===== config.mk =====
export PLATFORM = sky130hd
export DESIGN_NAME = pts_timebase
export DESIGN_NICKNAME = d
export VERILOG_FILES = /design/src/logic/pts_pkg.sv /design/src/logic/pts_timebase.sv /design/src/logic/pts_pwm_chan.sv
export SDC_FILE = /design/constraint.sdc
export NUM_CORES = 1
export LEC_CHECK = 0
export BUFFER_PORTS_ARGS = -buffer_cell sky130_fd_sc_hd__buf_4
export CAP_MARGIN = 20
export CORE_ASPECT_RATIO = 0.6
export CORE_UTILIZATION = 50
export CTS_CLUSTER_SIZE = 24
export DETAILED_ROUTE_END_ITERATION = 8
export PLACE_DENSITY = 0.77
export SYNTH_ARGS = -nofsm -noshare
export SYNTH_HDL_FRONTEND = slang
export SYNTH_SLANG_ARGS = --single-unit

===== constraint.sdc =====
create_clock -name pclk -period 3.1 [get_ports pclk]
set_input_delay 0.155 -clock pclk [delete_from_list [all_inputs] [get_ports pclk]]
set_output_delay 0.155 -clock pclk [all_outputs]
set_load 0.03 [all_outputs]

===== src/logic/pts_pkg.sv =====
package pts_pkg;

  // channel and timer counts
  localparam int NUM_CH = 4;
  localparam int NUM_UNITS = 2;
  localparam int NUM_TMR = 3;
  localparam int SEL_W = 2;
  localparam int CNT_W = 8;
  localparam int ADDR_W = 12;
  localparam int DATA_W = 32;

  // channel slots in the selection register
  localparam int CH_FIRST_UNIT = 0;
  localparam int CH_SECOND_UNIT = 1;
  localparam int CH_THIRD_PWM = 2;
  localparam int CH_FOURTH_PWM = 3;

  // field positions (lsb) in the selection register
  localparam int FIRST_UNIT_SEL_LSB = 0;
  localparam int SECOND_UNIT_SEL_LSB = 2;
  localparam int THIRD_PWM_SEL_LSB = 4;
  localparam int FOURTH_PWM_SEL_LSB = 6;

  // timer codes
  localparam logic [1:0] TMR_FIRST = 2'h0;
  localparam logic [1:0] TMR_SECOND = 2'h1;
  localparam logic [1:0] TMR_THIRD = 2'h2;
  localparam logic [1:0] TMR_RESERVED = 2'h3;

  // register byte addresses
  localparam logic [11:0] ADDR_SEL = 12'h000;
  localparam logic [11:0] ADDR_EN = 12'h004;
  localparam logic [11:0] ADDR_DUTY_BASE = 12'h008;
  localparam logic [11:0] ADDR_STAT = 12'h018;
  localparam logic [11:0] ADDR_DUTY_LAST = 12'h014;

  // reset values
  localparam logic [7:0] SEL_RESET = 8'h00;
  localparam logic [3:0] EN_RESET = 4'h0;
  localparam logic [7:0] DUTY_RESET = 8'h00;

  // reserved code falls back to the first timer
  function automatic logic [1:0] route_timer(input logic [1:0] code);
    route_timer = (code == TMR_RESERVED) ? TMR_FIRST : code;
  endfunction : route_timer

endpackage : pts_pkg


===== src/logic/pts_timebase.sv =====
// Added by the designer: the APB register port and the placing of the registers.
`timescale 1ns/1ns
// timebase routing and pwm channels behind an apb slave
module pts_timebase (
  input wire logic pclk, // system clock
  input wire logic presetn, // async reset, active low
  input wire logic ce, // clock enable, freezes state when low
  input wire logic psel, // apb select
  input wire logic penable, // apb enable
  input wire logic pwrite, // apb direction
  input wire logic [11:0] paddr, // apb byte address
  input wire logic [31:0] pwdata, // apb write data
  output logic [31:0] prdata, // apb read data
  output logic pready, // apb ready
  output logic pslverr, // apb error on unmapped address
  input wire logic [7:0] tmr_count [3], // period timer counts
  input wire logic [2:0] tmr_match, // period timer reload pulses
  output logic [3:0] pwm_out, // pwm levels, one per channel
  output logic [7:0] ch_timer_idx // effective timer per channel
);

  logic [7:0] sel_r;
  logic [3:0] en_r;
  logic [7:0] duty_r [4];
  logic [31:0] rdata_nxt;
  logic err_nxt;
  logic access;
  logic wr_done;
  logic [2:0] duty_slot;
  logic duty_hit;

  // access phase and the edge at which a write completes
  always_comb begin
    access = psel && penable && !pready;
    wr_done = psel && penable && pready && pwrite;
  end

  // duty register address decode
  always_comb begin
    duty_hit = (paddr >= pts_pkg::ADDR_DUTY_BASE) && (paddr <= pts_pkg::ADDR_DUTY_LAST)
               && (paddr[1:0] == 2'h0);
    duty_slot = 3'((paddr - pts_pkg::ADDR_DUTY_BASE) >> 2);
  end

  // read mux and unmapped detection
  always_comb begin
    rdata_nxt = 32'h0000_0000;
    err_nxt = 1'b0;
    if (duty_hit) begin
      rdata_nxt = {24'h00_0000, duty_r[duty_slot[1:0]]};
    end else begin
      case (paddr)
        pts_pkg::ADDR_SEL: begin
          rdata_nxt = {24'h00_0000, sel_r};
        end
        pts_pkg::ADDR_EN: begin
          rdata_nxt = {28'h000_0000, en_r};
        end
        pts_pkg::ADDR_STAT: begin
          rdata_nxt = {20'h0_0000, pwm_out, ch_timer_idx};
        end
        default: begin
          err_nxt = 1'b1;
        end
      endcase
    end
  end

  // one wait state, then ready with data
  always_ff @(posedge pclk or negedge presetn) begin
    if (!presetn) begin
      pready <= 1'b0;
      prdata <= 32'h0000_0000;
      pslverr <= 1'b0;
    end else if (ce) begin
      pready <= access;
      if (access) begin
        prdata <= pwrite ? 32'h0000_0000 : rdata_nxt;
        pslverr <= err_nxt;
      end else begin
        pslverr <= 1'b0;
      end
    end
  end

  // timer selection register, all fields read/write
  always_ff @(posedge pclk or negedge presetn) begin
    if (!presetn) begin
      sel_r <= pts_pkg::SEL_RESET;
    end else if (ce) begin
      if (wr_done && (paddr == pts_pkg::ADDR_SEL)) begin
        sel_r <= pwdata[7:0];
      end
    end
  end

  // pwm mode enables: bits 1:0 units, bits 3:2 pwm channels
  always_ff @(posedge pclk or negedge presetn) begin
    if (!presetn) begin
      en_r <= pts_pkg::EN_RESET;
    end else if (ce) begin
      if (wr_done && (paddr == pts_pkg::ADDR_EN)) begin
        en_r <= pwdata[3:0];
      end
    end
  end

  // duty registers, one per channel
  generate
    for (genvar d = 0; d < pts_pkg::NUM_CH; d++) begin : g_duty
      always_ff @(posedge pclk or negedge presetn) begin
        if (!presetn) begin
          duty_r[d] <= pts_pkg::DUTY_RESET;
        end else if (ce) begin
          if (wr_done && duty_hit && (duty_slot == 3'(d))) begin
            duty_r[d] <= pwdata[7:0];
          end
        end
      end
    end
  endgenerate

  // effective timer per channel, reserved code mapped
  always_ff @(posedge pclk or negedge presetn) begin
    if (!presetn) begin
      ch_timer_idx <= pts_pkg::SEL_RESET;
    end else if (ce) begin
      ch_timer_idx[pts_pkg::FOURTH_PWM_SEL_LSB +: pts_pkg::SEL_W] <=
        pts_pkg::route_timer(sel_r[pts_pkg::FOURTH_PWM_SEL_LSB +: pts_pkg::SEL_W]);
      ch_timer_idx[pts_pkg::THIRD_PWM_SEL_LSB +: pts_pkg::SEL_W] <=
        pts_pkg::route_timer(sel_r[pts_pkg::THIRD_PWM_SEL_LSB +: pts_pkg::SEL_W]);
      ch_timer_idx[pts_pkg::SECOND_UNIT_SEL_LSB +: pts_pkg::SEL_W] <=
        pts_pkg::route_timer(sel_r[pts_pkg::SECOND_UNIT_SEL_LSB +: pts_pkg::SEL_W]);
      ch_timer_idx[pts_pkg::FIRST_UNIT_SEL_LSB +: pts_pkg::SEL_W] <=
        pts_pkg::route_timer(sel_r[pts_pkg::FIRST_UNIT_SEL_LSB +: pts_pkg::SEL_W]);
    end
  end

  // identical channel logic for both units and both pwm channels
  generate
    for (genvar c = 0; c < pts_pkg::NUM_CH; c++) begin : g_ch
      pts_pwm_chan u_chan (
        .pclk(pclk),
        .presetn(presetn),
        .ce(ce),
        .sel(sel_r[pts_pkg::SEL_W*c +: pts_pkg::SEL_W]),
        .en(en_r[c]),
        .duty(duty_r[c]),
        .tmr_count(tmr_count),
        .tmr_match(tmr_match),
        .pwm_out(pwm_out[c])
      );
    end
  endgenerate
endmodule : pts_timebase


===== src/logic/pts_pwm_chan.sv =====
`timescale 1ns/1ns
// one pwm channel, identical for every unit and channel
module pts_pwm_chan (
  input wire logic pclk, // system clock
  input wire logic presetn, // async reset, active low
  input wire logic ce, // clock enable
  input wire logic [1:0] sel, // timer select code
  input wire logic en, // pwm mode enable
  input wire logic [7:0] duty, // programmed duty
  input wire logic [7:0] tmr_count [3], // timer counts
  input wire logic [2:0] tmr_match, // timer period match pulses
  output logic pwm_out // pwm level
);

  logic [1:0] idx;
  logic [7:0] cnt;
  logic reload;
  logic [7:0] duty_act_r;

  // pick the timer that drives this channel
  always_comb begin
    idx = pts_pkg::route_timer(sel);
    cnt = tmr_count[idx];
    reload = tmr_match[idx];
  end

  // duty takes effect at the start of a period to avoid glitches
  always_ff @(posedge pclk or negedge presetn) begin
    if (!presetn) begin
      duty_act_r <= pts_pkg::DUTY_RESET;
    end else if (ce) begin
      if (reload || !en) begin
        duty_act_r <= duty;
      end
    end
  end

  // output high while the count is below the duty
  always_ff @(posedge pclk or negedge presetn) begin
    if (!presetn) begin
      pwm_out <= 1'b0;
    end else if (ce) begin
      pwm_out <= en && (cnt < duty_act_r);
    end
  end

endmodule : pts_pwm_chan


# Yosys cells after proc, flatten, opt, wreduce, memory -nomap -nowiden
# Index checks and enable logic that the tools add are counted.
dict set report classes {
  bitwise_logic 5
  order_cmp 15
  n_mux 33
  n_eq_ne 9
  addsub 1
  n_reduce_logical 41
}
# operator n
set op_table {}
lappend op_table {{binary-select mux 8 bit (select 2 bit)} 5}
lappend op_table {{2-to-1 mux 8 bit} 10}
lappend op_table {{2-to-1 mux 32 bit} 2}
lappend op_table {{one-hot mux 12 bit (3 select lines)} 1}
lappend op_table {{< comparator 8 bit} 4}
lappend op_table {{AND reduction 2 bit} 11}
lappend op_table {{logical AND 1 bit} 17}
lappend op_table {{greater-or-equal comparator 3 bit (second input constant)} 5}
lappend op_table {{inverter 2 -> 3 bit} 5}
lappend op_table {{equality test 12 x 3 -> 1 bit (second input constant)} 1}
lappend op_table {{equality test 12 x 5 -> 1 bit (second input constant)} 1}
lappend op_table {{greater-or-equal comparator 12 x 4 -> 1 bit (second input constant)} 1}
lappend op_table {{less-or-equal comparator 12 x 5 -> 1 bit (second input constant)} 1}
lappend op_table {{zero test 12 bit} 1}
lappend op_table {{< comparator 2 x 3 -> 1 bit (second input constant)} 4}
lappend op_table {{binary-select mux 1 bit (select 2 bit)} 4}
lappend op_table {{equality test 2 bit (second input constant)} 4}
lappend op_table {{2-to-1 mux 2 bit} 4}
lappend op_table {{2-to-1 mux 1 bit} 7}
lappend op_table {{equality test 3 x 2 -> 1 bit (second input constant)} 2}
lappend op_table {{zero test 1 bit} 5}
lappend op_table {{subtractor 5 x 4 -> 5 bit (second input constant)} 1}
lappend op_table {{logical OR 1 bit} 4}
lappend op_table {{equality test 3 x 1 -> 1 bit (second input constant)} 1}
lappend op_table {{3 further kinds} 3}
dict set report word_totals {
  ff_bits 122
  in_bits 77
  output_inout_bits 46
  elab_cells 122
}

# Depth between registers and ports, before layout
# Gate-level depths: netlist (run 1).
dict set report logic_depth {
  depth_word 8
  mapped_depth 11
  depth_no_buf 9
}

# Cells and area by module
# Synthesis (run 1) repeated with hierarchy kept, for this count alone.
dict set report unflattened {
  hier_cells 607
  area_unflattened_um2 6593.8
}
# module area_per_inst_um2 n_inst seq_area_each_um2 cells_per_inst
set modules_own_cells {}
lappend modules_own_cells {pts_timebase 3305.7 1 1651.6 259}
lappend modules_own_cells {pts_pwm_chan 822.0 4 225.2 87}

# Worst setup path after synthesis (run 1)
# No wires, ideal clock.
dict set report synth_timing {
  kind {flip-flop to flip-flop}
  from {reg sel_r[1]}
  to {reg g_ch[0].u_chan.pwm_out}
  period_less_slack_ns 2.302
  stages_incl_launch_ff 12
  required_time_ns 3.018
  arrival_ns 2.219
  setup_ns 0.082
  n_path_buf 3
  slack_ns 0.798
  cell_sequence {dfrtp_1 > buf_2 > buf_1 > clkbuf_1 > a211oi_1 > a21oi_1 > ha_1 > a21oi_1 > nor2b_1 > o21ai_0 > nand4b_1 > o22ai_1}
}
dict set report synth_via {
  elab_chain_len 8
}
# item line_no
set synth_lines {}
lappend synth_lines {{from (decl)} pts_timebase.sv:22} ;# logic [7:0] sel_r;
lappend synth_lines {{from (signal assigned)} pts_timebase.sv:89} ;# sel_r <= pts_pkg::SEL_RESET;
lappend synth_lines {{from (signal assigned)} pts_timebase.sv:92} ;# sel_r <= pwdata[7:0];
lappend synth_lines {{equality test 2 bit} pts_pkg.sv:44} ;# route_timer = (code == TMR_RESERVED) ? TMR_FIRST : code;
lappend synth_lines {{2-to-1 mux 2 bit *} pts_pkg.sv:44}
lappend synth_lines {{inverter 2 -> 3 bit (not written as such) *} pts_pwm_chan.sv:23} ;# cnt = tmr_count[idx];
lappend synth_lines {{binary-select mux 8 bit (select 2 bit) *} pts_pwm_chan.sv:23}
lappend synth_lines {{2-to-1 mux 8 bit (not written as such) * (2 in series)} pts_pwm_chan.sv:23}
lappend synth_lines {{< comparator 8 bit *} pts_pwm_chan.sv:43} ;# pwm_out <= en && (cnt < duty_act_r);
lappend synth_lines {{logical AND 1 bit *} pts_pwm_chan.sv:43}
lappend synth_lines {{to (signal assigned)} pts_pwm_chan.sv:43}
lappend synth_lines {{to (decl)} pts_pwm_chan.sv:12} ;# output logic pwm_out
# Mark *: on every way between the ends. The rest lies on a longest branch, timed or not. The select of a mux whose other input is x is not followed.
# A chain may end at the register's enable or synchronous reset.

# Worst setup path after layout (run 1)
dict set report layout_timing {
  from {reg sel_r[5]}
  to {reg g_ch[2].u_chan.pwm_out}
}
dict set report layout_via {
  elab_chain_len 8
}
# item line_no
set layout_lines {}
lappend layout_lines {{equality test 2 bit} pts_pkg.sv:44}
lappend layout_lines {{2-to-1 mux 2 bit *} pts_pkg.sv:44}
lappend layout_lines {{inverter 2 -> 3 bit (not written as such) *} pts_pwm_chan.sv:23}
lappend layout_lines {{binary-select mux 8 bit (select 2 bit) *} pts_pwm_chan.sv:23}
lappend layout_lines {{2-to-1 mux 8 bit (not written as such) * (2 in series)} pts_pwm_chan.sv:23}
lappend layout_lines {{< comparator 8 bit *} pts_pwm_chan.sv:43}
lappend layout_lines {{logical AND 1 bit *} pts_pwm_chan.sv:43}
lappend layout_lines {{to (signal assigned)} pts_pwm_chan.sv:43}
lappend layout_lines {{to (decl)} pts_pwm_chan.sv:12}
# Marked as above.

==> flow_summary.rst, run 1 <==
.. list-table::
   :header-rows: 1

   * - Metric
     - Value
   * - Final Cycle Share
     - 0.845
   * - Count of flip-flops with a built-in enable after synthesis
     - 0
   * - Min Tclk post-route
     - 2620 ps
   * - Worst setup skew after layout
     - about 9.6 ps
   * - Total Power Consumption
     - 2.84 mW
   * - Async set-or-reset flop fraction in the synthesized netlist
     - 1.00
   * - Full die area
     - roughly 13000 µm²
   * - Highest net fanout along the worst path
     - 24
   * - Post-Synth Adder-Cell Area
     - 0.0553
   * - Clock transition at the registers of the reported paths
     - approximately 80 ps
   * - GRT Resource Usage Total
     - 0.279
   * - Main combinational cell family by area after synthesis
     - multiplexers
   * - Synthesized instance count
     - approximately 600
   * - Die Height
     - between 80 and 90 µm
   * - Internal cell power
     - 2.10 mW
   * - Compound-cell area share of the yosys netlist
     - 0.135
   * - Routed wirelength normalized by instance count
     - ~21 µm
   * - Maximum number of pins on one net before global-route repair
     - 74
   * - Leading cell type in the layout, fill and taps excluded
     - dfrtp_1
   * - Xor and xnor area share after synthesis
     - 0.00138
   * - Data arrival time at the worst-slack endpoint
     - between 2000 and 3000 ps
   * - Port-buffer cells
     - 78
   * - Non-filler cells, final
     - 834
   * - DRT Pass-1 Iters
     - 5
   * - Endpoint required time on the critical path
     - 3380 ps
   * - Vias in the first global route
     - 4697
   * - Row cnt
     - 31
   * - Slew Limit Fails
     - 0
   * - Path category of the worst min-delay check
     - in -> reg
   * - Simple-Gate Fraction of Synth Area
     - 0.0992
   * - Maximum achievable frequency
     - 0.382 GHz
   * - Switching share of power
     - 0.262
   * - Outcome
     - completed
   * - Total congestion overflow
     - 0
   * - Number of vias per cell after detailed routing
     - 6.01
   * - Syn-to-layout area delta
     - 15.3%
   * - Portion of netlist area occupied by mux cells
     - 0.227
   * - Endpoint type of the worst setup path
     - register
   * - P_sw
     - 0.742 mW
   * - Clock insertion delay at the later pin of the skew report
     - 360 ps
   * - Fraction of the yosys area taken by sequential cells
     - 0.403
   * - Static leakage power
     - 3.30 nW
   * - Total number of vias
     - 5009
   * - Clock Tree Buf Depth
     - 2
   * - Most frequent cells in the layout
     - dfrtp_1, buf_4, mux2_2, inv_1, a21oi_1
   * - Post-synthesis cell area
     - 6330 µm²
   * - Clk sinks
     - 102
   * - Final weighted congestion in routability-driven placement
     - 0.886
   * - DRC violation count after routing
     - 0
   * - Root Buffer
     - clkbuf_16
   * - Combinational group share of total power
     - 0.118
   * - Number of cells traversed by the worst register-to-register path
     - 8
   * - Initial antenna violation count
     - 0
   * - Share of power burned in registers
     - 0.470
   * - Placed cell count
     - between 800 and 900
   * - Post-CTS setup repair buffer count
     - 0
   * - Type of origin of the critical path
     - register
   * - Synthesized flop and latch total
     - 102
   * - Number of filler instances in the final layout
     - between 900 and 1000
   * - Fin util
     - 0.599
   * - TritonCTS clock tree
     - built
   * - Most frequently used flop master after synthesis
     - dfrtp_1
   * - Setup violation total in the final timing report
     - 0
   * - Global-route wire length before repair
     - around 27000 µm
   * - Antenna violation net count after detailed routing
     - 0
   * - Synthesis Warnings
     - 0
   * - Diode insertion count for antenna repair
     - 0
   * - Max H-tree Level
     - 3
   * - Actual transition at the worst max-transition pin
     - 1070 ps
   * - Power Dens Cells
     - 389 nW/µm²
   * - Library cells used by synthesis
     - 43
   * - Number of hold violations in the final report
     - 0
   * - Core Region
     - between 10000 and 15000 µm²
   * - Worst Hold Depth
     - 2
   * - Placed wire-length estimate
     - roughly 13000 µm
   * - Violation count after the first detailed-route iteration
     - 373
   * - Average size of a mapped cell
     - approximately 11 µm²
   * - Maximum vdd drop
     - 0.000230 V
   * - Total number of nets in the final design
     - 769
   * - Total Negative Setup Slacks
     - 0 ps
   * - Clock share of power
     - 0.412
   * - Initial core utilization
     - 0.520
   * - Max-cap violation count
     - 0
   * - I/O pin count
     - 123
   * - Total detailed-routing wirelength
     - 17400 µm
   * - Share of post-route cells with drive strength above 1
     - 0.300
   * - Setup repair after global routing missed its margin
     - no
   * - Die W
     - 147 µm
   * - Type of the worst setup path
     - reg -> reg
   * - Slew headroom
     - 0.290
   * - Number of clock buffers inserted by TritonCTS
     - 9
## per-layer routing
metal / global-route usage / routed length, µm
met5: 0 / 0
met2: 0.425 / 7460
met4: 0.0731 / 222
met1: 0.402 / 8060
met3: 0.0684 / 1670
## registers in the layout, summed over array words and instances (netlist names)
name / flops
g_ch.u_chan.pwm_out: 4
en_r: 4
pslverr: 1
ch_timer_idx: 8
prdata: 12
g_ch.u_chan.duty_act_r: 32
duty_r: 32
sel_r: 8
pready: 1
## power groups by stage
stage / combinational (mW) / sequential [mW] / clock [mW]
6_report: 0.334 / 1.33 / 1.17
5_1_grt: 0.368 / 1.33 / 1.23
4_1_cts: 0.331 / 1.33 / 1.18
3_5_place_dp: 0.328 / 1.36 / 0
3_3_place_gp: 0.315 / 1.36 / 0
2_1_floorplan: 0.191 / 1.36 / 0
## cells in the mapped netlist, types with 2 or more instances
cell,n,area share
dfrtp_1,102,0.40
mux2_2,76,0.14
inv_1,50,0.030
a21oi_1,49,0.039
mux2i_1,40,0.063
nor2b_1,36,0.036
a211oi_1,32,0.038
ha_1,28,0.055
buf_4,24,0.028
clkbuf_1,20,0.012
o21ai_0,17,0.013
nand2_1,14,0.0083
o22ai_1,13,0.013
nand3b_1,12,0.014
a22o_1,8,0.011
mux4_2,8,0.028
buf_1,7,0.0042
nand3_1,7,0.0055
buf_2,5,0.0040
a21o_1,4,0.0047
a22oi_1,4,0.0047
a31oi_1,4,0.0040
nand4_1,4,0.0040
nand4b_1,4,0.0055
nor2_1,4,0.0024
o211ai_1,4,0.0047
o21ai_1,4,0.0032
nand2_2,2,0.0020
or2_2,2,0.0020
## worst max-delay path, cell delays in order, from the launching register on
cell	delay [ps]
dfrtp_1	1040
nor2b_1	120
a211oi_1	300
a21oi_1	130
ha_1	360
nor2b_1	140
o21ai_0	170
nand4b_1	130
o22ai_1	120
## path summary, 6_finish.rpt
| path | from | end | slack, ps |
|---|---|---|---|
| hold reg to reg | prdata[2]$_DFFE_PN0P_ | prdata[2]$_DFFE_PN0P_ | 490 |
| hold / removal | pwdata[4] | duty_r[28]$_DFFE_PN0P_ | 70 |
| setup reg to reg | sel_r[5]$_DFFE_PN0P_ | g_ch[2].u_chan.pwm_out$_DFFE_PN0P_ | 480 |
| min in group asynchronous | presetn | prdata[8]$_DFFE_PN0P_ | 470 |
| max in group asynchronous | presetn | en_r[1]$_DFFE_PN0P_ | 1830 |
| setup / recovery | sel_r[5]$_DFFE_PN0P_ | g_ch[2].u_chan.pwm_out$_DFFE_PN0P_ | 480 |
## metrics by stage
step / hold WS [ps] / setup slack (ps) / area, µm²
floorplan: -141 / 798 / 6400
global placement: 328 / 651 / 6990
detailed placement: 345 / 562 / 6990
CTS: 63.9 / 528 / 7300
global route: 68.1 / 320 / 7300
finish: 67.4 / 480 / 7300
## area by class of cell
class / instances / area [µm²] / share of cell area
timing repair buffer: 92 / 693 / 0.0949
clock buffer: 9 / 225 / 0.0308
multi-input combinational: 409 / 3360 / 0.460
sequential: 102 / 2550 / 0.350
clock inverter: 7 / 80.1 / 0.0110
inverter: 50 / 188 / 0.0257
tap: 165 / 206 / 0.0283
## cells by family after synthesis
group | after synthesis
AOI/OAI and AO/OA | 139
muxes | 124
buffers and inverters | 106
DFF | 102
and+or+nand+nor | 97
adders and majority gates | 28
other | 1
xor gates and xnor gates | 1
## repair_timing
action                    CTS  global route
gates resized for setup     0             0
hold buffers                1             0
hold endpoints to repair   71             0
Note: power is estimated with default switching activity, not from simulation.
==> inputs of run 2 (changes only) <==
--- a/config.mk
+++ b/config.mk
@@ -11,7 +11,7 @@
 export CORE_UTILIZATION = 50
 export CTS_CLUSTER_SIZE = 24
 export DETAILED_ROUTE_END_ITERATION = 8
-export PLACE_DENSITY = 0.77
+export PLACE_DENSITY = 0.8
 export SYNTH_ARGS = -nofsm -noshare
 export SYNTH_HDL_FRONTEND = slang
 export SYNTH_SLANG_ARGS = --single-unit
==> constraint.sdc (replaced) <==
create_clock -name pclk -period 2.2 [get_ports pclk]
set_input_delay 0.11 -clock pclk [delete_from_list [all_inputs] [get_ports pclk]]
set_output_delay 0.11 -clock pclk [all_outputs]
set_load 0.03 [all_outputs]
==> flow_summary.rst, run 2 (synthesis gave the netlist of run 1 again) <==
.. list-table::
   :header-rows: 1

   * - Metric
     - Value
   * - Max H-tree Level
     - 3
   * - Worst setup slack after placement
     - 57.8 ps
   * - Share of post-route cells with drive strength above 1
     - 0.352
   * - Maximum number of pins on one net before global-route repair
     - 48
   * - Endpoint type of the worst setup path
     - register
   * - Global-route wire length before repair
     - 27200 µm
   * - Clock Tree Buf Depth
     - 2
   * - Total number of nets in the final design
     - 791
   * - Clk sinks
     - 102
   * - Die W
     - about 150 µm
   * - Non-filler cells, final
     - ~860
   * - Maximum vdd drop
     - 0.000424 V
   * - Number of clock buffers inserted by TritonCTS
     - 9
   * - Die Height
     - a little under 90 µm
   * - Root Buffer
     - clkbuf_16
   * - Full die area
     - around 13000 µm²
   * - Final Cycle Share
     - 1.00
   * - Syn-to-layout area delta
     - 21.9%
   * - Failing checks
     - negative setup slack
   * - Path category of the worst min-delay check
     - in -> reg
   * - TritonCTS clock tree
     - built
   * - Total detailed-routing wirelength
     - 19100 µm
   * - Regs by FF count
     - duty_r: 32 flops, g_ch.u_chan.duty_act_r: 32 flops, prdata: 12 flops
   * - Power Dens Cells
     - 538 nW/µm²
   * - DRT Pass-1 Iters
     - 4
   * - Number of hold violations in the final report
     - 0
   * - Initial antenna violation count
     - 0
   * - Final std cell area, no fill
     - 7710 µm²
   * - Setup violation total in the final timing report
     - 1
   * - Vias in the first global route
     - 4864
   * - Placed wire-length estimate
     - 13400 µm
   * - Worst setup skew after layout
     - about 8 ps
   * - Total congestion overflow
     - 0
   * - Initial core utilization
     - 0.520
   * - Least setup slack across all paths after layout
     - -0.508 ps
   * - Leading cell type in the layout, fill and taps excluded
     - buf_4
   * - Clock insertion delay at the later pin of the skew report
     - 350 ps
   * - Data arrival time at the worst-slack endpoint
     - between 2000 and 2500 ps
   * - DP Area
     - ~7100 µm²
   * - Maximum achievable frequency
     - 0.454 GHz
   * - Violation count after the first detailed-route iteration
     - 573
   * - Type of the worst setup path
     - reg -> reg
   * - Placed cell count
     - slightly above 800
   * - Antenna violation net count after detailed routing
     - 0
   * - Min Tclk post-route
     - 2200 ps
   * - Diode insertion count for antenna repair
     - 0
   * - GRT Resource Usage Total
     - 0.284
   * - Endpoint required time on the critical path
     - 2480 ps
   * - Max-cap violation count
     - 0
   * - Port-buffer cells
     - 78
   * - Core Region
     - 12200 µm²
   * - Outcome
     - complete, but fails checks
   * - Type of origin of the critical path
     - register
   * - Total number of vias
     - 5185
   * - Number of vias per cell after detailed routing
     - approximately 6.1
   * - I/O pin count
     - ~120
   * - Highest net fanout along the worst path
     - 14
   * - Slew Limit Fails
     - 0
   * - Clock transition at the registers of the reported paths
     - 70 ps
   * - Final weighted congestion in routability-driven placement
     - just over 0.9
   * - Static leakage power
     - 3.48 nW
   * - Most frequent cells in the layout
     - buf_4, dfrtp_1, mux2_2, inv_1, a21oi_1
   * - Routed wirelength normalized by instance count
     - 22.3 µm
   * - DRC violation count after routing
     - 0
   * - Row cnt
     - 31
-- run 2: stage by stage --
stage | hold WS [ps] | total power [mW] | TNS [ps] | utilization
4_1_cts | 26.0 | 4.15 | 0 | 0.612
3_5_place_dp | 94.7 | 2.39 | 0 | 0.584
5_1_grt | 26.7 | 4.28 | -164 | 0.633
2_1_floorplan | -186 | 2.19 | 0 | -
6_report | 36.7 | 4.15 | -0.508 | 0.633
3_3_place_gp | 73.8 | 2.37 | 0 | 0.584
-- run 2: area by class of cell --
class	instances	area [µm²]
fillers	944	4460
inverters	50	188
clock buffers	10	239
clock inverters	6	91.3
well taps	165	206
flip-flops and latches	102	2560
repair buffers	114	1010
multi-input cells	409	3420
-- run 2: critical path, cell delays in order (launching register included) --
cell and delay (ps):
dfrtp_2 440, buf_4 160, clkbuf_16 180, a211oi_1 230, a21oi_1 90, ha_1 360
a21oi_1 180, nor2b_1 60, o21ai_0 180, nand4b_1 120, o22ai_1 120
-- run 2: final timing paths --
check                                                           to  slack [ps]                  start  depth (start not counted)
min in group asynchronous                    prdata[8]$_DFFE_PN0P_         250                presetn                          2
worst max register to register  g_ch[0].u_chan.pwm_out$_DFFE_PN0P_        -0.5   sel_r[1]$_DFFE_PN0P_                         10
max in group asynchronous                    prdata[6]$_DFFE_PN0P_        1270                presetn                          3
worst min register to register               prdata[0]$_DFFE_PN0P_         490  prdata[0]$_DFFE_PN0P_                          2
worst max-delay path            g_ch[0].u_chan.pwm_out$_DFFE_PN0P_        -0.5   sel_r[1]$_DFFE_PN0P_                         10
worst min-delay path                        duty_r[21]$_DFFE_PN0P_          40              pwdata[5]                          2
-- run 2: repair_timing --
action / in CTS / in global routing
gates resized for setup: 0 / 22
hold endpoints to repair: 32 / 0
setup buffers: 0 / 8
endpoints found under the setup margin: 0 / 4
hold buffers: 1 / 0
-- run 2: metal layers --
metal,GRT usage,wire length [µm],share of wire,vias up
met1,0.408,8660,0.45,2569
met2,0.450,8170,0.43,282
met5,0,0,0,-
li1,-,-,-,2300
met3,0.0495,1910,0.10,34
met4,0.0731,323,0.017,0
-- run 2: power by group --
part / internal, mW / switching, mW
combinational: 0.191 / 0.306
clock: 1.04 / 0.735
sequential: 1.88 / 0.00237
total: 3.11 / 1.04
